$ cat src/hdl/sph_pkg.sv
// Shared constants and types for the serial pause link
package sph_pkg;
    localparam int SPH_WORD_BITS = 8;
    localparam int SPH_CNT_BITS = 3;
    localparam int SPH_DIV_HALF = 4;
    localparam logic [7:0] SPH_DATA_RST = 8'h00;
    localparam logic [2:0] SPH_CNT_RST = 3'h0;
    typedef enum logic [1:0] {
        SPH_IDLE = 2'b00,
        SPH_SHIFT = 2'b01,
        SPH_PAUSED = 2'b10
    } sph_state_type;
endpackage : sph_pkg

$ cat src/hdl/sph_if.sv
// Interface joining the serial master and the paused serial slave
`timescale 1ns/1ns
interface sph_if;
    logic select_n;
    logic serial_clock;
    logic serial_in;
    logic pause_n;
    logic serial_out_o;
    logic serial_out_oe;
    logic serial_out;
    // Released line reads as inverted data, so a sample taken too late shows up
    assign serial_out = serial_out_oe ? serial_out_o : ~serial_out_o;
    modport slave (
        input select_n,
        input serial_clock,
        input serial_in,
        input pause_n,
        output serial_out_o,
        output serial_out_oe
    );
    modport master (
        output select_n,
        output serial_clock,
        output serial_in,
        output pause_n,
        input serial_out
    );
endinterface : sph_if

$ cat src/hdl/sph_slave.sv
// Serial slave port with pause control, oversampling the link pins
// Functional notes
// - Master keeps pause_n high unless pausing
// - Pause low while selected suspends, keeps state
// - Master lowers pause_n only with clock low
// - Pause during clock high waits falling edge
// - Master keeps select low while paused
// - Paused: ignore clock, input, output
// - Resume only if release during clock low
// - Pause low always tristates serial output
// - Sample input rising, update output falling
// - Deselect tristates output, frees bus
`timescale 1ns/1ns
module sph_slave
    import sph_pkg::*;
#(
    parameter int WORD_BITS = sph_pkg::SPH_WORD_BITS
) (
    input wire logic clk_sys,
    input wire logic sys_rst,
    sph_if.slave link,
    input wire logic [WORD_BITS-1:0] tx_word,
    output logic tx_load,
    output logic [WORD_BITS-1:0] rx_word,
    output logic rx_valid,
    output logic paused
);
    import sph_pkg::*;
    localparam int CW = $clog2(WORD_BITS);

    // ----------------------------------------
    // Pin synchronisers
    // ----------------------------------------
    logic [1:0] sel_sync_reg;
    // Reset deselected, so no false select follows reset
    always_ff @(posedge clk_sys or posedge sys_rst) begin
        if (sys_rst) begin
            sel_sync_reg <= 2'h3;
        end else begin
            sel_sync_reg <= {sel_sync_reg[0], link.select_n};
        end
    end

    logic [1:0] sck_sync_reg;
    always_ff @(posedge clk_sys or posedge sys_rst) begin
        if (sys_rst) begin
            sck_sync_reg <= 2'h0;
        end else begin
            sck_sync_reg <= {sck_sync_reg[0], link.serial_clock};
        end
    end

    logic [1:0] si_sync_reg;
    always_ff @(posedge clk_sys or posedge sys_rst) begin
        if (sys_rst) begin
            si_sync_reg <= 2'h0;
        end else begin
            si_sync_reg <= {si_sync_reg[0], link.serial_in};
        end
    end

    logic [1:0] hold_sync_reg;
    // Reset released: the pause pin idles high
    always_ff @(posedge clk_sys or posedge sys_rst) begin
        if (sys_rst) begin
            hold_sync_reg <= 2'h3;
        end else begin
            hold_sync_reg <= {hold_sync_reg[0], link.pause_n};
        end
    end
    wire logic sel_n = sel_sync_reg[1];
    wire logic sck = sck_sync_reg[1];
    wire logic si = si_sync_reg[1];
    wire logic hold_n = hold_sync_reg[1];

    logic sck_last_reg;
    always_ff @(posedge clk_sys or posedge sys_rst) begin
        if (sys_rst) begin
            sck_last_reg <= 1'b0;
        end else begin
            sck_last_reg <= sck;
        end
    end

    // Reset at the pin's idle level, so no false edge follows reset
    logic hold_last_reg;
    always_ff @(posedge clk_sys or posedge sys_rst) begin
        if (sys_rst) begin
            hold_last_reg <= 1'b1;
        end else begin
            hold_last_reg <= hold_n;
        end
    end
    wire logic sck_rise = sck & ~sck_last_reg;
    wire logic sck_fall = ~sck & sck_last_reg;
    wire logic hold_rise = hold_n & ~hold_last_reg;

    // ----------------------------------------
    // Pause state machine
    // ----------------------------------------
    sph_state_type state_reg, state_next;
    always_comb begin
        state_next = state_reg;
        case (state_reg)
            SPH_IDLE: begin
                if (!sel_n) state_next = SPH_SHIFT;
            end
            SPH_SHIFT: begin
                // Pause with clock high only bites on the falling edge
                if (!hold_n && (!sck || sck_fall)) state_next = SPH_PAUSED;
            end
            SPH_PAUSED: begin
                // Release seen with clock high is ignored; master must retry
                if (hold_rise && !sck) state_next = SPH_SHIFT;
            end
            default: state_next = SPH_IDLE;
        endcase
        if (sel_n) state_next = SPH_IDLE;
    end
    always_ff @(posedge clk_sys or posedge sys_rst) begin
        if (sys_rst) state_reg <= SPH_IDLE;
        else state_reg <= state_next;
    end
    wire logic active = (state_reg == SPH_SHIFT) && (state_next == SPH_SHIFT);

    // ----------------------------------------
    // Shift path; counter kept across a pause
    // ----------------------------------------
    logic [CW-1:0] cnt_reg;
    logic [WORD_BITS-1:0] rx_sh_reg, tx_sh_reg;
    logic so_reg;

    // Bit position decodes shared by receive and transmit
    function automatic logic cnt_last(input logic [CW-1:0] cnt);
        cnt_last = (cnt == CW'(WORD_BITS - 1));
    endfunction : cnt_last
    function automatic logic cnt_first(input logic [CW-1:0] cnt);
        cnt_first = (cnt == '0);
    endfunction : cnt_first

    // No step while paused: pin motion then is ignored
    wire logic rx_step = active && sck_rise;
    wire logic tx_step = active && sck_fall;

    always_ff @(posedge clk_sys or posedge sys_rst) begin
        if (sys_rst) begin
            cnt_reg <= CW'(SPH_CNT_RST);
        end else if (state_reg == SPH_IDLE) begin
            // A dropped frame loses its partial word
            cnt_reg <= CW'(SPH_CNT_RST);
        end else if (rx_step) begin
            cnt_reg <= cnt_last(cnt_reg) ? '0 : cnt_reg + 1'b1;
        end
    end

    always_ff @(posedge clk_sys or posedge sys_rst) begin
        if (sys_rst) begin
            rx_sh_reg <= WORD_BITS'(SPH_DATA_RST);
        end else if (rx_step) begin
            rx_sh_reg <= {rx_sh_reg[WORD_BITS-2:0], si};
        end
    end

    always_ff @(posedge clk_sys or posedge sys_rst) begin
        if (sys_rst) begin
            rx_word <= WORD_BITS'(SPH_DATA_RST);
        end else if (rx_step && cnt_last(cnt_reg)) begin
            rx_word <= {rx_sh_reg[WORD_BITS-2:0], si};
        end
    end

    always_ff @(posedge clk_sys or posedge sys_rst) begin
        if (sys_rst) begin
            rx_valid <= 1'b0;
        end else begin
            rx_valid <= rx_step && cnt_last(cnt_reg);
        end
    end

    always_ff @(posedge clk_sys or posedge sys_rst) begin
        if (sys_rst) begin
            tx_sh_reg <= WORD_BITS'(SPH_DATA_RST);
        end else if (tx_load) begin
            tx_sh_reg <= tx_word;
        end else if (tx_step) begin
            tx_sh_reg <= {tx_sh_reg[WORD_BITS-2:0], 1'b0};
        end
    end

    always_ff @(posedge clk_sys or posedge sys_rst) begin
        if (sys_rst) begin
            so_reg <= 1'b0;
        end else if (tx_load) begin
            so_reg <= tx_word[WORD_BITS-1];
        end else if (tx_step) begin
            so_reg <= tx_sh_reg[WORD_BITS-2];
        end
    end

    // Word taken whenever idle, so its first bit already stands at select
    assign tx_load = (state_reg == SPH_IDLE) || (tx_step && cnt_first(cnt_reg));
    assign paused = (state_reg == SPH_PAUSED);
    assign link.serial_out_o = so_reg;
    // Raw pause pin used so tristate is immediate, not two cycles late
    assign link.serial_out_oe = !link.pause_n ? 1'b0
                              : (state_reg == SPH_SHIFT) && !sel_n;
endmodule : sph_slave

$ cat src/flat_wrapper.sv
// flat-port wrapper written by rule: the top's interface ports become plain ports
module sph_slave_flat import sph_pkg::*;
#(
    parameter int WORD_BITS = sph_pkg::SPH_WORD_BITS
)
  (clk_sys, sys_rst, tx_word, tx_load, rx_word, rx_valid, paused, link_select_n, link_serial_clock, link_serial_in, link_pause_n, link_serial_out_o, link_serial_out_oe);
  sph_if link_i ();
  input wire logic clk_sys;
  input wire logic sys_rst;
  input wire logic [WORD_BITS-1:0] tx_word;
  output logic tx_load;
  output logic [WORD_BITS-1:0] rx_word;
  output logic rx_valid;
  output logic paused;
  input wire logic [$bits(link_i.select_n)-1:0] link_select_n;
  input wire logic [$bits(link_i.serial_clock)-1:0] link_serial_clock;
  input wire logic [$bits(link_i.serial_in)-1:0] link_serial_in;
  input wire logic [$bits(link_i.pause_n)-1:0] link_pause_n;
  output wire logic [$bits(link_i.serial_out_o)-1:0] link_serial_out_o;
  output wire logic [$bits(link_i.serial_out_oe)-1:0] link_serial_out_oe;
  assign link_i.select_n = link_select_n;
  assign link_i.serial_clock = link_serial_clock;
  assign link_i.serial_in = link_serial_in;
  assign link_i.pause_n = link_pause_n;
  assign link_serial_out_o = link_i.serial_out_o;
  assign link_serial_out_oe = link_i.serial_out_oe;
  sph_slave #(.WORD_BITS(WORD_BITS)) u_core (.clk_sys(clk_sys), .sys_rst(sys_rst), .link(link_i), .tx_word(tx_word), .tx_load(tx_load), .rx_word(rx_word), .rx_valid(rx_valid), .paused(paused));
endmodule
$ cat config.mk
export PLATFORM = sky130hd
export DESIGN_NAME = sph_slave_flat
export DESIGN_NICKNAME = d
export VERILOG_FILES = /design/src/hdl/sph_pkg.sv /design/src/hdl/sph_if.sv /design/src/hdl/sph_slave.sv /design/src/flat_wrapper.sv
export SDC_FILE = /design/constraint.sdc
export NUM_CORES = 1
export LEC_CHECK = 0
export ABC_AREA = 1
export BUFFER_PORTS_ARGS = -buffer_cell sky130_fd_sc_hd__buf_2
export CORE_AREA = 5 5 63 65
export CTS_CLUSTER_SIZE = 10
export DETAILED_ROUTE_END_ITERATION = 12
export DIE_AREA = 0 0 68 70
export GPL_ROUTABILITY_DRIVEN = 1
export PLACE_DENSITY = 0.72
export SLEW_MARGIN = 20
export SYNTH_ARGS = -nofsm -noshare
export SYNTH_HDL_FRONTEND = slang
export SYNTH_SLANG_ARGS = --single-unit
$ cat constraint.sdc
create_clock -name clk_sys -period 1.5 [get_ports clk_sys]
set_clock_uncertainty 0.15 [all_clocks]
set_input_delay 0.3 -clock clk_sys [delete_from_list [all_inputs] [get_ports clk_sys]]
set_output_delay 0.3 -clock clk_sys [all_outputs]
set_load 0.005 [all_outputs]
==> results.md <==
* Outcome: finished with violations
* Failing checks: setup timing
* GPL Wtd Cong at 0.839
* # nets final at between 200 and 300
* Largest family of logic cells by synthesized area: simple AND/OR/NAND/NOR gates
* Die extent in y at roughly 70 um
* Initial antenna violation count at 0
* Max FFs per register at 8
* Number of max-cap violations at 0
* Worst-path clk slew at between 0.1 and 0.15 ns
* Netlist cell types at 22
* Critical-path maximum fanout at 2
* Pins Over Slew Limit at 0
* Clock Tree Root: clkbuf_4
* Ranking of synthesized cells by area: dfrtp_1, nand2_1, dfstp_2, o21ai_2, inv_1
* Comb power frac at between 10% and 20%
* Static Leak at between 1 and 1.5 nW
* Pwr/cell area at between 900 and 1000 nW/um2
* Syn Nets at ~200
* Element type at the critical path end: output port
* GR Overflow Total at 0
* Fmax at 0.543 GHz
* Worst vdd ir at 0.899 mV
* Global-route usage over all layers at ~15%
* Final Setup Violations at 3
* Initial core utilization at between 50 and 60%
* Fin crit share at 123%
* Worst endpoint required time at around 1.1 ns
* Setup crit start kind: flop
* First-pass GRT wire length at 5490 um
* Xor and xnor area share after synthesis at 0%
* Slew Limit Headroom at about 83%
* Sequential area share after synthesis at a little under three fifths
* TritonCTS clock tree: built
* Drt first-iter violations at 54
* Syn. warnings at 0
* RSZ-0062 raised after global routing: true
* Die Width at about 68 um
* Power Internal at 1.62 mW
* Asr flop ratio synth at 100%
* Vias at about 1,400
* Final Hold Viols at 0
* TNS Setup at -0.582 ns
* Router iterations before antenna repair at 4
* DRC at 0
* Switching Fraction at ~28%
* Post-DRT Antenna Nets at 0
* Final Critical Period at 1.84 ns
* Wire length per cell at between 10 and 15 um
* Synth Area in Simple Gates at about a quarter
* Crit Path Category: flop to output port
* Final worst slack at -0.342 ns
* Synthesized flop and latch total at 39
* Core area at 3280 um2
* Layout filler cell count at 233
* Port bufs at 26
* Top cell type's share of synthesized area at about half
* Post-synthesis mux area share at 0%
* TritonCTS buffer count at 5
* H-tree depth at 2
* Num rows at 21
* Syn_area_per_cell at about 9.6 um2
* Top_reg_cell synth: dfrtp_1
* Antenna diodes at 0
* Synth Area in Compound Gates at roughly a tenth
* Hold WC Path Type: input port to flop
* Largest net degree at the start of global routing at 40
* Vias in the first global route at about 1,300
* Area grow syn2layout at 35.7%
* Synth Instances at approximately 180
* TritonCTS Sinks at 39
* Share of cells above drive strength 1 at 42.3%
* Reg power frac at a little over half
* I/O pins at 27
* Adder-Cell Fraction of Synth Area at ~2.1%
* Yosys top cell by area: dfrtp_1
* Switch Pwr at between 600 and 700 uW
* Power share of the clock group at a little over a quarter
* Pre-CTS setup slack at -0.0998 ns
* Worst Path Arrival at 1.39 ns
* Routed wire length at 3490 um
* DR vias/cell at ~4.8
* Synthesized area at about 1700 um2
* EDFF count, synth at 0
* Post-DP HPWL at around 2200 um
* Die area at 4760 um2
* Clock Path Buffers at 2
* Worst Tran Pin Value at 0.259 ns
* Worst skew pair latency at 0.34 ns
==> power groups by stage <==
stage,Clock (mW),Sequential [mW],Combinational [mW]
global route,0.674,1.22,0.486
finish,0.607,1.21,0.431
CTS,0.626,1.21,0.380
floorplan,0,1.21,0.248
detailed placement,0,1.23,0.349
global placement,0,1.22,0.338
==> kinds of logic after synthesis <==
kind of cell | Yosys count
adder cells (fa/ha/maj) | 3
flip-flops | 39
AND/OR/NAND/NOR | 84
buffers and inverters | 34
AO/OA/AOI/OAI | 22
==> final timing paths <==
check	start	to	slack, ns	cells past startpoint
min in group asynchronous	sys_rst	u_core.state_reg[1]	0.40	4
hold / removal	tx_word[0]	u_core.tx_sh_reg[0]	0.03	3
hold reg to reg	u_core.sel_sync_reg[0]	u_core.sel_sync_reg[1]	0.21	0
setup reg to reg	u_core.cnt_reg[1]	u_core.rx_word[7]	0.02	7
setup / recovery	u_core.hold_sync_reg[1]	tx_load	-0.34	5
max in group asynchronous	sys_rst	u_core.sel_sync_reg[1]	0.56	4
==> synthesized netlist by cell type, types with 3 or more instances <==
master,instances
nand2_1,51
dfrtp_1,34
inv_1,29
o21ai_2,14
nand3_1,11
nand3b_1,7
o21ai_0,6
dfstp_2,5
nand2_2,5
nor2_1,4
ha_1,3
==> worst max-delay path, stage by stage (launching register included) <==
cell and delay, ns:
dfstp_2 0.59, nand2_4 0.06, nor2_4 0.09, nand2_4 0.05, o21ai_2 0.12, buf_2 0.13
==> through the flow <==
step	instance area, um2	total power, mW	hold WS [ns]	util, %	std cells
3_5_place_dp	2020	1.58	0.191	61.6	263
3_3_place_gp	2020	1.56	0.184	61.6	263
2_1_floorplan	1750	1.46	0.154	-	182
5_1_grt	2370	2.38	0.0266	72.3	285
6_report	2370	2.25	0.0320	72.3	285
4_1_cts	2200	2.22	0.0420	67.1	278
==> layer usage <==
layer  global-route usage (%)  part of all wire (%)  wire length, um
met3                     5.13                   5.6              195
met4                     5.30                   1.1               39
met1                     17.1                    41             1420
met5                        0                     0                0
met2                     26.4                    53             1840
==> placed cells by master (no fill, tap or decap), types with 3 or more instances in the layout <==
master,netlist,routed
buf_4,2,11
buf_2,0,26
dlygate4sd3_1,0,5
nand2_2,5,4
inv_1,29,26
nor2_4,0,3
buf_6,2,6
inv_2,1,4
nand2_4,1,6
o21ai_0,6,5
dfstp_2,5,5
clkbuf_4,0,5
nand2_1,51,46
dfrtp_1,34,33
nand3_1,11,11
o21ai_2,14,15
nand3b_1,7,7
buf_12,0,3
==> cell type report <==
cell class | instances | area, um2 | share of cell area, %
Clock inverter | 1 | 7.51 | 0.316
Timing Repair Buffer | 52 | 405 | 17.1
Clock buffer | 7 | 65.1 | 2.74
Tap cell | 46 | 57.6 | 2.42
Sequential cell | 39 | 983 | 41.4
Multi-Input combinational cell | 110 | 742 | 31.3
Inverter | 30 | 113 | 4.74
==> repair_timing <==
action | CTS | global route
hold buffers | 5 | 0
setup buffers | 2 | 7
endpoints found under the setup margin | 17 | 21
gates cloned | 1 | 0
pin swaps | 5 | 12
resized for setup | 11 | 27
endpoints found under the hold margin | 38 | 0
Power figures use the tool's default switching activity.
